$ cat config.mk
export PLATFORM = sky130hd
export DESIGN_NAME = gbmr_responder
export DESIGN_NICKNAME = d
export VERILOG_FILES = /design/src/verilog/gbmr_pkg.sv /design/src/verilog/gbmr_byte_if.sv /design/src/verilog/gbmr_responder.sv /design/src/verilog/gbmr_pin_sync.sv
export SDC_FILE = /design/constraint.sdc
export NUM_CORES = 1
export LEC_CHECK = 0
export BUFFER_PORTS_ARGS = -buffer_cell sky130_fd_sc_hd__buf_4
export CORE_ASPECT_RATIO = 1.2
export CORE_MARGIN = 4
export CORE_UTILIZATION = 55
export CTS_BUF_LIST = sky130_fd_sc_hd__clkbuf_8
export CTS_CLUSTER_SIZE = 20
export DETAILED_ROUTE_END_ITERATION = 8
export PLACE_DENSITY = 0.84
export SYNTH_ARGS = -nofsm -noshare
export SYNTH_HDL_FRONTEND = slang
export SYNTH_HIERARCHICAL = 1
export SYNTH_SLANG_ARGS = --single-unit
export TNS_END_PERCENT = 100
$ cat constraint.sdc
create_clock -name ref_clk_i -period 3.8 [get_ports ref_clk_i]
set_input_delay 0.57 -clock ref_clk_i [delete_from_list [all_inputs] [get_ports ref_clk_i]]
set_output_delay 0.57 -clock ref_clk_i [all_outputs]
set_load 0.01 [all_outputs]
$ cat src/verilog/gbmr_pkg.sv
package gbmr_pkg;
    // interface message codes seen with attention true (7-bit)
    localparam logic [6:0] GBMR_CMD_GTL = 7'h01;
    localparam logic [6:0] GBMR_CMD_SDC = 7'h04;
    localparam logic [6:0] GBMR_CMD_GET = 7'h08;
    localparam logic [6:0] GBMR_CMD_LLO = 7'h11;
    localparam logic [6:0] GBMR_CMD_DCL = 7'h14;
    localparam logic [6:0] GBMR_CMD_SPE = 7'h18;
    localparam logic [6:0] GBMR_CMD_SPD = 7'h19;
    localparam logic [6:0] GBMR_CMD_UNL = 7'h3f;
    localparam logic [6:0] GBMR_CMD_UNT = 7'h5f;
    // address group field layout
    localparam logic [1:0] GBMR_GRP_LISTEN = 2'h1;
    localparam logic [1:0] GBMR_GRP_TALK   = 2'h2;
    localparam int         GBMR_GRP_HI     = 6;
    localparam int         GBMR_GRP_LO     = 5;
    localparam int         GBMR_ADR_HI     = 4;
    // data bytes of interest
    localparam logic [7:0] GBMR_CH_LF    = 8'h0a;
    localparam logic [7:0] GBMR_CH_CR    = 8'h0d;
    localparam logic [7:0] GBMR_CH_SP    = 8'h20;
    localparam logic [7:0] GBMR_CH_COMMA = 8'h2c;
    localparam logic [7:0] GBMR_CH_SEMI  = 8'h3b;
    localparam logic [7:0] GBMR_CH_I     = 8'h49;
    localparam logic [7:0] GBMR_CH_P     = 8'h50;
    // synchroniser depth for pin inputs
    localparam int         GBMR_SYNC_N   = 3;
endpackage : gbmr_pkg

$ cat src/verilog/gbmr_byte_if.sv
`timescale 1ns/100ps
`default_nettype none
// accepted byte from the pin front end to the decoder
interface gbmr_byte_if;
    logic       stb;
    logic       atn;
    logic       eoi;
    logic       ren;
    logic [7:0] data;
    modport src (output stb, output atn, output eoi, output ren, output data);
    modport dst (input stb, input atn, input eoi, input ren, input data);
endinterface : gbmr_byte_if
`default_nettype wire

$ cat src/verilog/gbmr_responder.sv
`timescale 1ns/100ps
`default_nettype none
// Summary of operation
// - device clear of either kind acts only in remote control
// - selected clear needs listener role; universal clear acts in any addressed state
// - accepted clear presets instrument settings, bus interface state untouched
// - own listen address: become listener, go remote if remote enable true, drop talker
// - own talk address: become talker, drop listener
// - another device's talk address drops our talker role
// - local lockout disables local key; cleared by remote enable false
// - serial poll enable: poll mode, talker sends status byte
// - serial poll disable: idle, talker sends measurement data
// - go to local while listener returns to local control
// - untalk drops talker; unlisten drops listener; addressed lamp lit while talker or listener
// - commands run together; commas, spaces, semicolons ignored
// - six terminators recognised, including any last byte with end
// - two-character preset command restores power-up settings
// - attention-false bytes are device commands, only when listener
// - unsupported interface messages are handshaken and ignored
module gbmr_responder
    import gbmr_pkg::*;
(
    // clock and reset
    input  wire logic       ref_clk_i,
    input  wire logic       reset_n_i,
    // bus pins
    input  wire logic       dav_i,
    input  wire logic       atn_i,
    input  wire logic       eoi_i,
    input  wire logic       ren_i,
    input  wire logic [7:0] dio_i,
    // address switch
    input  wire logic [4:0] addr_sw_i,
    // instrument side
    input  wire logic       meas_busy_i,
    output var  logic       listener_o,
    output var  logic       talker_o,
    output var  logic       remote_o,
    output var  logic       lockout_o,
    output var  logic       local_key_en_o,
    output var  logic       addr_lamp_o,
    output var  logic       send_status_o,
    output var  logic       send_data_o,
    output var  logic       preset_o,
    output var  logic       trigger_o,
    output var  logic       cmd_stb_o,
    output var  logic [7:0] cmd_byte_o,
    output var  logic       end_of_string_o
);
    import gbmr_pkg::*;

    gbmr_byte_if bif ();

    gbmr_pin_sync u_sync (
        .ref_clk_i (ref_clk_i),
        .reset_n_i (reset_n_i),
        .dav_i     (dav_i),
        .atn_i     (atn_i),
        .eoi_i     (eoi_i),
        .ren_i     (ren_i),
        .dio_i     (dio_i),
        .byte_o    (bif.src)
    );

    typedef enum logic [1:0] {
        GBMR_PS_IDLE = 2'b00,
        GBMR_PS_I    = 2'b01,
        GBMR_PS_CR   = 2'b10
    } gbmr_parse_e;

    typedef struct packed {
        logic        lstn;
        logic        talk;
        logic        rem;
        logic        llo;
        logic        spms;
        logic        preset;
        logic        trig;
        logic        cstb;
        logic [7:0]  cbyte;
        logic        eos;
        gbmr_parse_e ps;
    } gbmr_state_s;

    gbmr_state_s st_reg, st_next;

    // address match helper, used for the listen group only; talk group compares inline
    function automatic logic gbmr_addr_hit(input logic [7:0] b, input logic [1:0] grp,
                                           input logic [4:0] sw);
        gbmr_addr_hit = (b[GBMR_GRP_HI:GBMR_GRP_LO] == grp) && (b[GBMR_ADR_HI:0] == sw);
    endfunction : gbmr_addr_hit

    logic [6:0] cmd;
    logic       is_sep;
    assign cmd    = bif.data[6:0];
    assign is_sep = (bif.data == GBMR_CH_COMMA) || (bif.data == GBMR_CH_SP)
                  || (bif.data == GBMR_CH_SEMI);

    // interface message and data byte decode
    always_comb begin
        st_next        = st_reg;
        st_next.preset = 1'b0;
        st_next.trig   = 1'b0;
        st_next.cstb   = 1'b0;
        st_next.eos    = 1'b0;
        if (!bif.ren) begin
            st_next.rem = 1'b0;
            st_next.llo = 1'b0;
        end
        if (bif.stb && bif.atn) begin
            if (gbmr_addr_hit(bif.data, GBMR_GRP_LISTEN, addr_sw_i)) begin
                st_next.lstn = 1'b1;
                st_next.talk = 1'b0;
                st_next.rem  = bif.ren;
            end else if (bif.data[GBMR_GRP_HI:GBMR_GRP_LO] == GBMR_GRP_TALK
                         && cmd != GBMR_CMD_UNT) begin
                // own talk address takes talker; any other drops it
                st_next.talk = (bif.data[GBMR_ADR_HI:0] == addr_sw_i);
                if (bif.data[GBMR_ADR_HI:0] == addr_sw_i) begin
                    st_next.lstn = 1'b0;
                end
            end else begin
                case (cmd)
                    GBMR_CMD_LLO: st_next.llo = 1'b1;
                    GBMR_CMD_DCL: st_next.preset = st_reg.rem;
                    GBMR_CMD_SDC: st_next.preset = st_reg.rem && st_reg.lstn;
                    GBMR_CMD_SPE: st_next.spms = 1'b1;
                    GBMR_CMD_SPD: st_next.spms = 1'b0;
                    GBMR_CMD_GET: st_next.trig = st_reg.lstn && !meas_busy_i;
                    GBMR_CMD_GTL: begin
                        if (st_reg.lstn) begin
                            st_next.rem = 1'b0;
                        end
                    end
                    GBMR_CMD_UNT: st_next.talk = 1'b0;
                    GBMR_CMD_UNL: st_next.lstn = 1'b0;
                    default: ; // handshaken elsewhere, no action
                endcase
            end
        end else if (bif.stb && st_reg.lstn) begin
            // terminator detection; a held CR waits for LF
            if (bif.data == GBMR_CH_LF || bif.eoi) begin
                st_next.eos = 1'b1;
                st_next.ps  = GBMR_PS_IDLE;
            end else if (bif.data == GBMR_CH_CR) begin
                st_next.ps = GBMR_PS_CR;
            end
            // command bytes pass on; separators dropped
            if (!is_sep && bif.data != GBMR_CH_LF && bif.data != GBMR_CH_CR) begin
                st_next.cstb  = 1'b1;
                st_next.cbyte = bif.data;
            end
            case (st_reg.ps)
                GBMR_PS_I: begin
                    if (bif.data == GBMR_CH_P) begin
                        st_next.preset = 1'b1;
                    end
                end
                default: ;
            endcase
            if (!st_next.eos && bif.data == GBMR_CH_I) begin
                st_next.ps = GBMR_PS_I;
            end else if (!st_next.eos && bif.data != GBMR_CH_CR && !is_sep) begin
                st_next.ps = GBMR_PS_IDLE;
            end
        end
    end

    always_ff @(posedge ref_clk_i) begin
        if (!reset_n_i) begin
            st_reg <= '0;
        end else begin
            st_reg <= st_next;
        end
    end

    // registered outputs; preset leaves bus roles untouched
    always_comb begin
        listener_o      = st_reg.lstn;
        talker_o        = st_reg.talk;
        remote_o        = st_reg.rem;
        lockout_o       = st_reg.llo;
        local_key_en_o  = !st_reg.llo;
        addr_lamp_o     = st_reg.lstn || st_reg.talk;
        send_status_o   = st_reg.talk && st_reg.spms;
        send_data_o     = st_reg.talk && !st_reg.spms;
        preset_o        = st_reg.preset;
        trigger_o       = st_reg.trig;
        cmd_stb_o       = st_reg.cstb;
        cmd_byte_o      = st_reg.cbyte;
        end_of_string_o = st_reg.eos;
    end

    // clear needs remote control
    a_clear_remote: assert property (@(posedge ref_clk_i) disable iff (!reset_n_i)
        (bif.stb && bif.atn && cmd == GBMR_CMD_DCL && !st_reg.rem && bif.ren) |=> !preset_o)
        else $error("clear acted outside remote");
    // selected clear needs listener
    a_sdc_listen: assert property (@(posedge ref_clk_i) disable iff (!reset_n_i)
        (bif.stb && bif.atn && cmd == GBMR_CMD_SDC)
        |=> preset_o == ($past(st_reg.rem) && $past(st_reg.lstn)))
        else $error("selected clear gating wrong");
    // own listen address
    a_listen_addr: assert property (@(posedge ref_clk_i) disable iff (!reset_n_i)
        (bif.stb && bif.atn && bif.data[6:0] == {GBMR_GRP_LISTEN, addr_sw_i})
        |=> listener_o && !talker_o && remote_o == $past(bif.ren))
        else $error("listen address not taken");
    // own talk address
    a_talk_addr: assert property (@(posedge ref_clk_i) disable iff (!reset_n_i)
        (bif.stb && bif.atn && bif.data[6:0] == {GBMR_GRP_TALK, addr_sw_i})
        |=> talker_o && !listener_o)
        else $error("talk address not taken");
    // other talk address
    a_other_talk: assert property (@(posedge ref_clk_i) disable iff (!reset_n_i)
        (bif.stb && bif.atn && bif.data[6:5] == 2'b10 && bif.data[4:0] != addr_sw_i) |=> !talker_o)
        else $error("talker kept after other talk");
    // lockout
    a_lockout: assert property (@(posedge ref_clk_i) disable iff (!reset_n_i)
        (bif.stb && bif.atn && cmd == GBMR_CMD_LLO && bif.ren) |=> !local_key_en_o)
        else $error("lockout ignored");
    // poll mode
    a_poll_mode: assert property (@(posedge ref_clk_i) disable iff (!reset_n_i)
        (bif.stb && bif.atn && cmd == GBMR_CMD_SPE)
        |=> send_status_o == talker_o && !send_data_o)
        else $error("status and data both sent");
    // unlisten
    a_unlisten: assert property (@(posedge ref_clk_i) disable iff (!reset_n_i)
        (bif.stb && bif.atn && cmd == GBMR_CMD_UNL) |=> !listener_o)
        else $error("unlisten ignored");
    // trigger
    a_trigger: assert property (@(posedge ref_clk_i) disable iff (!reset_n_i)
        trigger_o |-> $past(st_reg.lstn) && !$past(meas_busy_i))
        else $error("trigger not gated");
endmodule : gbmr_responder
`default_nettype wire

$ cat src/verilog/gbmr_pin_sync.sv
`timescale 1ns/100ps
`default_nettype none
// synchronises bus pins and emits one strobe per data-valid rising edge
module gbmr_pin_sync
    import gbmr_pkg::*;
(
    // clock and reset
    input  wire logic  ref_clk_i,
    input  wire logic  reset_n_i,
    // raw bus pins
    input  wire logic  dav_i,
    input  wire logic  atn_i,
    input  wire logic  eoi_i,
    input  wire logic  ren_i,
    input  wire logic [7:0] dio_i,
    // synchronised byte
    gbmr_byte_if.src   byte_o
);
    typedef struct packed {
        logic [GBMR_SYNC_N-1:0] dav;
        logic [GBMR_SYNC_N-1:0] atn;
        logic [GBMR_SYNC_N-1:0] eoi;
        logic [GBMR_SYNC_N-1:0] ren;
        logic                   dav_q;
    } gbmr_sync_s;
    gbmr_sync_s st_reg, st_next;

    // shift chains; a data-valid level counts once stages two and three agree, other flags use stage three alone
    always_comb begin
        st_next     = st_reg;
        st_next.dav = {st_reg.dav[1:0], dav_i};
        st_next.atn = {st_reg.atn[1:0], atn_i};
        st_next.eoi = {st_reg.eoi[1:0], eoi_i};
        st_next.ren = {st_reg.ren[1:0], ren_i};
        if (st_reg.dav[2] == st_reg.dav[1]) begin
            st_next.dav_q = st_reg.dav[2];
        end
    end

    always_ff @(posedge ref_clk_i) begin
        if (!reset_n_i) begin
            st_reg <= '0;
        end else begin
            st_reg <= st_next;
        end
    end

    // data and flags are stable while data-valid is high
    assign byte_o.stb  = (st_reg.dav[2] == st_reg.dav[1]) && st_reg.dav[2] && !st_reg.dav_q;
    assign byte_o.atn  = st_reg.atn[2];
    assign byte_o.eoi  = st_reg.eoi[2];
    assign byte_o.ren  = st_reg.ren[2];
    assign byte_o.data = dio_i;
endmodule : gbmr_pin_sync
`default_nettype wire

# == Word-level counts from Yosys, hierarchy flattened ==
# Cells that the tools add are included.
# classes
n_reduce_logical,36
eq_ne,25
muxes,27
bitwise,6
# op_table
operator,n
"equality test 7 x 5 -> 1 bit, second input constant",4
"equality test 8 x 6 -> 1 bit, second input constant",3
"equality test 8 x 4 -> 1 bit, second input constant",2
"equality test 8 x 7 -> 1 bit, second input constant",2
"!= test 8 x 4 -> 1 bit, second input constant",2
logical AND 1 bit,15
2-to-1 mux 1 bit,14
2-to-1 mux 2 bit,6
2-to-1 mux 9 bit,1
AND reduction 3 bit,3
"equality test 7 x 1 -> 1 bit, second input constant",1
"equality test 7 x 3 -> 1 bit, second input constant",1
"equality test 7 x 4 -> 1 bit, second input constant",1
"equality test 7 x 6 -> 1 bit, second input constant",1
"equality test 7 bit, second input constant",1
"!= test 7 bit, second input constant",1
logical NOT 1 bit,6
2-to-1 mux 3 bit,2
NOT 1 bit,6
nonzero test 3 bit,2
equality test 5 bit,1
2-to-1 mux 5 bit,1
OR reduction 5 bit,1
"equality test 2 x 1 -> 1 bit, second input constant",2
11 further kinds,15
# word_totals
input_bits,20
register_bits,32
output_inout_bits,20
wordCells,110

# == Depth between registers and ports, before layout ==
# Gate-level depths: netlist (run 1).
# depth
depth_word,11
ltp_mapped,7

# == By module ==
# Netlist (run 1), hierarchy kept.
# by_module_without_submodules
module,area_each_um2,instances,seq_area_each_um2,cells_per_inst
gbmr_responder,1171.1,1,380.4,138
gbmr_pin_sync,452.9,1,260.2,38

# == Worst setup path after synthesis (run 1) ==
# No wires, ideal clock.
# synth_timing
path_kind,in2reg
startpoint,input dio_i[1]
endpoint,"register st_reg, in the netlist lockout_o"
setup_time_ns,0.065
path_slack_ns,1.861
arrival_ns,1.873
cell_stages,6
n_path_buf,2
cell_sequence,buf_4 buf_2 nand2b_1 or4b_1 o2bb2a_2 nor2b_1
# synth_via
elab_chain_cells,5
elab_cells_between_ends,9
classes_between,3 x eq/ne; 4 x mux; 2 x reduce/logical
# synth_lines
element,line_no,rtl
from (decl),gbmr_responder.sv:31,"input wire logic [7:0] dio_i,"
equality test 7 x 5 -> 1 bit / != test 7 bit (equally long branches),"gbmr_responder.sv:123, gbmr_responder.sv:116",
2-to-1 mux 1 bit / logical AND 1 bit (equally long branches),"gbmr_responder.sv:123, gbmr_responder.sv:116",
2-to-1 mux 5 bit,gbmr_responder.sv:115,end else if (bif.data[GBMR_GRP_HI:GBMR_GRP_LO] == GBMR_GRP_TALK
2-to-1 mux 4 bit (*),gbmr_responder.sv:111,"if (gbmr_addr_hit(bif.data, GBMR_GRP_LISTEN, addr_sw_i)) begin"
2-to-1 mux 3 bit (*),gbmr_responder.sv:110,if (bif.stb && bif.atn) begin
to (signal assigned),gbmr_responder.sv:173,st_reg <= st_next;
to (decl),gbmr_responder.sv:85,"gbmr_state_s st_reg, st_next;"
# Mark *: on every way between the ends. The rest lies on a longest branch, timed or not.
# A chain may end at the register's enable or synchronous reset.

# == Final worst setup path (run 1) ==
# layout_timing
startpoint,register u_sync/st_reg[12] (netlist name)
endpoint,"register st_reg, in the netlist preset_o"
# layout_via
elab_chain_cells,6
elab_cells_between_ends,7
classes_between,1 x eq/ne; 2 x mux; 4 x reduce/logical
# layout_lines
element,line_no,rtl
from (decl),gbmr_pin_sync.sv:26,"gbmr_sync_s st_reg, st_next;"
from (signal assigned),gbmr_pin_sync.sv:44,st_reg <= st_next;
equality test 1 bit,gbmr_pin_sync.sv:49,assign byte_o.stb = (st_reg.dav[2] == st_reg.dav[1]) && st_reg.dav[2] && !st_reg.dav_q;
logical AND 1 bit (*) (2 in series),gbmr_pin_sync.sv:49,
via bif.stb,gbmr_byte_if.sv:5,logic stb;
logical AND 1 bit,gbmr_responder.sv:140,end else if (bif.stb && st_reg.lstn) begin
2-to-1 mux 1 bit,gbmr_responder.sv:140,
2-to-1 mux 1 bit (*),gbmr_responder.sv:110,
# The timed path passes the listed nets; every way through them passes the cells marked *.

==> insert_results.sql, run 1 <==
INSERT INTO impl_metrics (metric_group, metric, value, unit) VALUES
('run_status', 'run_status', 'finished clean', ''),
('synth', 'netlist.area_leader.share', '39.4', '%'),
('grt', 'grt_pass1_vias', '1192', ''),
('setup_path', 'critPathLaunchType', 'flip-flop', ''),
('synth', 'mappedNetlistArea', '0.00162', 'mm²'),
('setup_path', 'worstSetupPathType', 'reg2reg', ''),
('synth', 'postSynthRegisterBits', '32', ''),
('cts', 'clkSinkCount', '32', ''),
('sta', 'post-route-period-util', '55.0', '%'),
('cts', 'tritoncts.num_buffers', '5', ''),
('floorplan', 'fp.dieH', '67.5', 'µm'),
('cts', 'clk_latency', '0.28', 'ns'),
('drt', 'detail_route.wirelength', '3180', 'µm'),
('setup_path', 'timing_startpoint_of_the_critical_path', 'u_sync/st_reg[12]$_SDFF_PN0_', ''),
('power_and_ir_drop', 'power.share.sequential', '51.7', '%'),
('sta', 'unrepaired_setup_endpoints_after_global_routing', 'false', ''),
('min_path', 'worst_hold_path_type', 'reg2reg', ''),
('floorplan', 'std_cell_rows', '21', ''),
('sta', 'setup-violations-final', '0', ''),
('synth', 'share_of_synthesized_area_occupied_by_flip_flops_and_latches', '39.4', '%'),
('setup_path', 'worst-r2r-cell-count', '6', ''),
('drt', 'drtPass1Iterations', '4', ''),
('setup_path', 'r2r-end', 'preset_o$_SDFF_PN0_', ''),
('synth', 'synth_compound_gate_area_share', '8.63', '%'),
('power_and_ir_drop', 'powerDensity', '352', 'mW/mm²'),
('setup_path', 'data_required_time_of_the_critical_path', '4.02', 'ns'),
('synth', 'synth.largest_area_cell', 'dfxtp_1', ''),
('sta', 'period_minus_slack', '2.09', 'ns'),
('drt', 'routed_via_density', '5.39', ''),
('grt', 'initial_antenna_violation_count', '0', ''),
('grt', 'grtUsageTotal', '17.9', '%'),
('layout', 'finish.instance_area', '0.00188', 'mm²'),
('cts', 'post_cts.resized_instances', '0', ''),
('floorplan', 'initial_core_utilization', '57.8', '%'),
('setup_path', 'critPathMaxFanout', '6', ''),
('cts', 'cts_hold_buffers', '0', ''),
('synth', 'post_synth_xor_area_fraction', '2.70', '%'),
('layout', 'stdcell_count', '231', ''),
('cts', 'ctsLongestPathBuffers', '2', ''),
('synth', 'yosys.cell_count.top_type', 'dfxtp_1', ''),
('power_and_ir_drop', 'total_power', '662', 'µW'),
('setup_path', 'rr_startpoint', 'u_sync/st_reg[12]$_SDFF_PN0_', ''),
('drt', 'detailroute.via_count', '1244', ''),
('drt', 'detail_route.wl_per_cell', '13.8', 'µm'),
('floorplan', 'coreArea', '0.00281', 'mm²'),
('power_and_ir_drop', 'p_clk_share', '39.6', '%'),
('drt', 'final_antenna_net_count', '0', ''),
('synth', 'synth.cells.most_frequent', 'dfxtp_1 (32), nand2_1 (23), buf_4 (17)', ''),
('grt', 'grt_start_max_net_pins', '40', ''),
('synth', 'synth_simple_gate_area_share', '30.4', '%'),
('cts', 'clock_tree.htree_level_count', '2', ''),
('synth', 'adder_and_majority_gate_portion_of_the_synthesized_area', '0.770', '%'),
('synth', 'syn_area_per_cell', '9.23', 'µm²'),
('floorplan', 'io_pins', '40', ''),
('synth', 'ys_async_sr_fraction', '0', '%'),
('sta', 'sum_of_negative_setup_slack', '0', 'ns'),
('setup_path', 'critical_path.endpoint_type', 'flip-flop', ''),
('synth', 'synth_nets', '197', ''),
('layout', 'layout_net_count', '217', ''),
('synth', 'synthTopCellsByArea', 'dfxtp_1 (39%), buf_4 (7.9%), mux2i_1 (6.8%), nand2_1 (5.3%), and2_2 (4.2%)', ''),
('power_and_ir_drop', 'sw_frac_of_total', '22.7', '%'),
('place', 'place_inst', '223', ''),
('power_and_ir_drop', 'combinationalPowerShare', '8.7', '%'),
('grt', 'grt_pass1_wl', '5260', 'µm'),
('cts', 'post_cts.repair.setup_buffers', '0', ''),
('sta', 'drv_slew', '0', ''),
('power_and_ir_drop', 'worst_ir_drop_vdd', '0.390', 'mV'),
('place', 'placed_area', '0.00179', 'mm²'),
('drt', 'drt_iter0_markers', '45', ''),
('place', 'port_buffers', '39', ''),
('sta', 'skew', '0.00229', 'ns');
final cells by class:
cell class	count	area [µm²]
Clock buffer	6	82.6
Inverter	2	7.51
Timing Repair Buffer	39	293
Fill cell	230	930
Multi-Input combinational cell	116	806
Sequential cell	32	641
Tap cell	34	42.5
Clock inverter	2	10.0
cell families after synthesis:
kind of cell    Yosys count
flops                    32
simple gates             80
mux                      11
fa+ha+maj                 1
compound gates           19
xor+xnor                  5
buf+inv                  28
critical path, cell delays in order, from the launching register on:
cell	delay, ns
dfxtp_1	0.34
ha_1	0.14
nor2b_1	0.33
nand3b_4	0.17
or3_1	0.40
or4_4	0.52
a21oi_2	0.13
per-stage QoR:
| step | setup WS, ns | hold slack [ns] |
|---|---|---|
| after floorplan | 1.86 | 0.408 |
| after global placement | 1.60 | 0.416 |
| after detailed placement | 1.52 | 0.425 |
| after CTS | 1.69 | 0.432 |
| after global routing | 1.54 | 0.433 |
| final | 1.71 | 0.431 |
placed cells by master (no fill, tap or decap), types with 2 or more instances in the layout:
master    instances
buf_4            39
dfxtp_1          32
nand2_1          23
mux2i_1          11
and2_2            9
and2_1            7
nor3_1            7
nor2b_1           6
clkbuf_8          6
a21oi_1           5
xor2_1            5
nor2_1            4
or3_1             3
inv_1             2
nor4_2            2
nand2b_1          2
nor4b_1           2
nand4_1           2
o21ai_0           2
clkinv_2          2
metal layers:
layer	track usage, %	vias up	share of wire [%]
met1	20.1	570	42
met2	30.5	40	50
met3	6.50	4	7.4
li1	-	630	-
met4	7.54	0	0.66
met5	0	-	0
worst min-delay path by stage:
stage / from / end / slack (ns) / cells past startpoint
after global routing: meas_busy_i / trigger_o$_SDFF_PP0_ / 0.43 / 2
after detailed placement: u_sync/st_next[2]$_SDFF_PN0_ / u_sync/st_next[3]$_SDFF_PN0_ / 0.42 / 1
after global placement: u_sync/st_next[2]$_SDFF_PN0_ / u_sync/st_next[3]$_SDFF_PN0_ / 0.42 / 1
final: u_sync/byte_o.ren$_SDFF_PN0_ / remote_o$_SDFF_PN0_ / 0.43 / 2
after floorplan: u_sync/byte_o.ren$_SDFF_PN0_ / remote_o$_SDFF_PN0_ / 0.41 / 2
after CTS: u_sync/byte_o.ren$_SDFF_PN0_ / remote_o$_SDFF_PN0_ / 0.43 / 2
power by group through the flow:
| stage | Combinational, µW | Clock (µW) | Sequential, µW |
|---|---|---|---|
| 2_1_floorplan | 43.0 | 0 | 349 |
| 3_3_place_gp | 55.9 | 0 | 349 |
| 3_5_place_dp | 57.1 | 0 | 350 |
| 4_1_cts | 57.4 | 271 | 342 |
| 5_1_grt | 63.1 | 290 | 342 |
| 6_report | 57.6 | 262 | 342 |
(Power assumes the default switching activity.)
==> run 2: changes to the inputs <==
CORE_UTILIZATION = 49   (was 55)
PLACE_DENSITY = 0.79   (was 0.84)
clock period = 1.7 ns   (was 3.8 ns; I/O delays follow)
==> run 2 against run 1 <==
The flow now finishes with violations (negative setup slack). Largest cell class unchanged. Sequential power is 120% higher. Clock skew hardly changed. Final cell count is 8.7% higher. Worst setup slack worse by 1.7 ns. Count of clock-buffer cells in the layout is 1 higher. Total power is 130% higher. Utilization is 0.64 points lower. Global-route usage is 1.5 points higher. First-iteration DRC count is 6.7% lower. Die area is 11% higher. Critical path depth stayed put.
==> insert_results.sql, run 2 (synthesis results as in run 1) <==
INSERT INTO impl_metrics (metric_group, metric, value, unit) VALUES
('min_path', 'worst_hold_path_type', 'in2reg', ''),
('layout', 'area_delta_synth_final', '27.0', '%'),
('power_and_ir_drop', 'powerDensity', '752', 'mW/mm²'),
('cts', 'tritoncts_clock_tree', 'done', ''),
('setup_path', 'rr_startpoint', 'u_sync/st_reg[12]$_SDFF_PN0_', ''),
('drt', 'detailroute.via_count', '1333', ''),
('setup_path', 'cp_data_arrival_time', '1.94', 'ns'),
('sta', 'fmaxAchievable', '0.584', 'GHz'),
('sta', 'timing.final.ws_setup', '-0.0119', 'ns'),
('sta', 'slew-limit-headroom', '54.9', '%'),
('setup_path', 'r2r-end', 'preset_o$_SDFF_PN0_', ''),
('grt', 'grtUsageTotal', '19.4', '%'),
('setup_path', 'critPathLaunchType', 'flip-flop', ''),
('power_and_ir_drop', 'worst_ir_drop_vdd', '0.661', 'mV'),
('floorplan', 'io_pins', '40', ''),
('run', 'cap_violations', '0', ''),
('cts', 'tritoncts.num_buffers', '5', ''),
('grt', 'initial_antenna_violation_count', '0', ''),
('cts', 'clock_tree.htree_level_count', '2', ''),
('place', 'pre_cts_ws', '-0.287', 'ns'),
('setup_path', 'worstSetupPathType', 'reg2reg', ''),
('drt', 'routed_via_density', '5.31', ''),
('sta', 'timing_hold_violations_final', '0', ''),
('sta', 'post-route-period-util', '101', '%'),
('cts', 'clock_slew_seen_by_the_registers_of_the_worst_setup_and_hold_paths', '0.06', 'ns'),
('drt', 'detail_route.wl_per_cell', '14.5', 'µm'),
('cts', 'ctsLongestPathBuffers', '2', ''),
('cts', 'clk_latency', '0.28', 'ns'),
('grt', 'grt_start_max_net_pins', '22', ''),
('layout', 'layout_commonest_cell', 'buf_4', ''),
('floorplan', 'initial_core_utilization', '52.2', '%'),
('place', 'place_congestion', '0.887', ''),
('setup_path', 'timing_startpoint_of_the_critical_path', 'u_sync/st_reg[12]$_SDFF_PN0_', ''),
('cts', 'cts_hold_buffers', '0', ''),
('place', 'place_inst', '243', ''),
('cts', 'clkSinkCount', '32', ''),
('floorplan', 'std_cell_rows', '22', ''),
('setup_path', 'reg_to_reg_setup_timing_slack', '-0.01', 'ns'),
('setup_path', 'critical_path.endpoint_type', 'flip-flop', ''),
('setup_path', 'worst_path_cell_chain', 'ha_1, nor2b_4, nand3b_4, or3_4, or4_4, a21oi_2', ''),
('floorplan', 'die_width', '60.6', 'µm'),
('drt', 'drtPass1Iterations', '4', ''),
('sta', 'skew', '0.00257', 'ns'),
('drt', 'final_antenna_net_count', '0', ''),
('drt', 'drt_iter0_markers', '42', ''),
('grt', 'grt_pass1_wl', '6180', 'µm'),
('floorplan', 'coreArea', '0.00311', 'mm²'),
('grt', 'grt_pass1_vias', '1400', ''),
('sta', 'worstMarginPinSlew', '0.667', 'ns'),
('floorplan', 'fp.dieH', '71.1', 'µm'),
('layout', 'layout_net_count', '236', ''),
('sta', 'unrepaired_setup_endpoints_after_global_routing', 'true', ''),
('run_status', 'run_status', 'finished, violations left', ''),
('layout', 'antenna_cells_inserted', '0', ''),
('setup_path', 'worst-r2r-cell-count', '6', ''),
('cts', 'ctsRootBufferMaster', 'clkbuf_8', ''),
('drt', 'detail_route.wirelength', '3650', 'µm'),
('power_and_ir_drop', 'total_power', '1550', 'µW'),
('floorplan', 'design.die.area', '0.00430', 'mm²'),
('sta', 'worst_hold_slack', '0.122', 'ns'),
('sta', 'setup-violations-final', '1', ''),
('sta', 'drv_slew', '0', ''),
('setup_path', 'critPathMaxFanout', '3', ''),
('power_and_ir_drop', 'power.static_leakage', '0.000897', 'µW'),
('sta', 'period_minus_slack', '1.71', 'ns'),
('drt', 'number_of_remaining_drc_errors', '0', ''),
('setup_path', 'worst_setup_path_endpoint', 'preset_o$_SDFF_PN0_', ''),
('grt', 'globalRoute.totalOverflow', '0', ''),
('place', 'port_buffers', '39', ''),
('run_status', 'violations', 'negative setup slack', ''),
('place', 'dp.final_hpwl', '2770', 'µm'),
('layout', 'stdcell_count', '251', ''),
('layout', 'post-route-util', '66.3', '%'),
('setup_path', 'crit_path_max_incr_delay', '0.43', 'ns'),
('layout', 'post_route_cells_drive_above_1_share', '41.9', '%'),
('setup_path', 'max_stage_delay_cell_worst_path', 'or4_4', ''),
('layout', 'most-common-layout-cells', 'buf_4 (58), dfxtp_1 (30), nand2_1 (23)', ''),
('setup_path', 'data_required_time_of_the_critical_path', '1.92', 'ns');
[run 2: cell count changes in the layout (fill, tap and decap cells not counted), moves of 2 or more]
cell / previous run / this run
buf_4: 39 / 58
clkinv_2: 2 / 0
dfxtp_1: 32 / 30
dfxtp_2: 0 / 2
[run 2: report_power, final]
part           internal, µW  leakage [µW]  switching, µW
sequential              762      0.000261           4.08
combinational          82.3      0.000586           78.3
clock                   360     0.0000503            265
total                  1200      0.000897            347
[run 2: per-stage QoR]
stage,setup TNS [ns],instance area [µm²]
floorplan,0,1630
global placement,-1.83,1930
detailed placement,-2.61,1930
CTS,-0.0298,2050
global route,-0.187,2060
finish,-0.0119,2060
[run 2: worst max-delay path, delay by kind of cell, from the launching register on]
family	cells	cell delay (ns)
AND/OR/NAND/NOR	4	1.06
adder cells (fa/ha/maj)	1	0.14
flip-flops	1	0.33
AO/OA/AOI/OAI	1	0.12
[run 2: how the worst min path moves through the flow]
| stage | startpoint | endpoint | slack, ns | cells after the start |
|---|---|---|---|---|
| floorplan | meas_busy_i | trigger_o$_SDFF_PP0_ | 0.33 | 1 |
| global placement | meas_busy_i | trigger_o$_SDFF_PP0_ | 0.42 | 2 |
| detailed placement | meas_busy_i | trigger_o$_SDFF_PP0_ | 0.42 | 2 |
| CTS | meas_busy_i | trigger_o$_SDFF_PP0_ | 0.11 | 2 |
| global route | meas_busy_i | trigger_o$_SDFF_PP0_ | 0.11 | 2 |
| finish | meas_busy_i | trigger_o$_SDFF_PP0_ | 0.12 | 2 |
[run 2: metal layers]
metal	GRT usage (%)	vias up	share of wire, %	wire (µm)
li1	-	658	-	-
met1	20.6	625	38	1390
met2	32.6	41	53	1920
met3	6.57	9	6.5	236
met4	10.8	0	2.8	102
met5	0	-	0	0
[run 2: what timing repair did]
action / in CTS / in global routing
endpoints found under the setup margin: 13 / 7
pin swaps: 1 / 0
buffers inserted: 1 / 0
gates cloned: 0 / 0
resized for setup: 5 / 2
[run 2: area by class of cell]
cell class,count,area (µm²)
clock buffers,7,96.3
fillers,267,1050
inverters,2,7.51
multi-input cells,116,835
flip-flops and latches,32,643
well taps,36,45.0
repair buffers,58,435
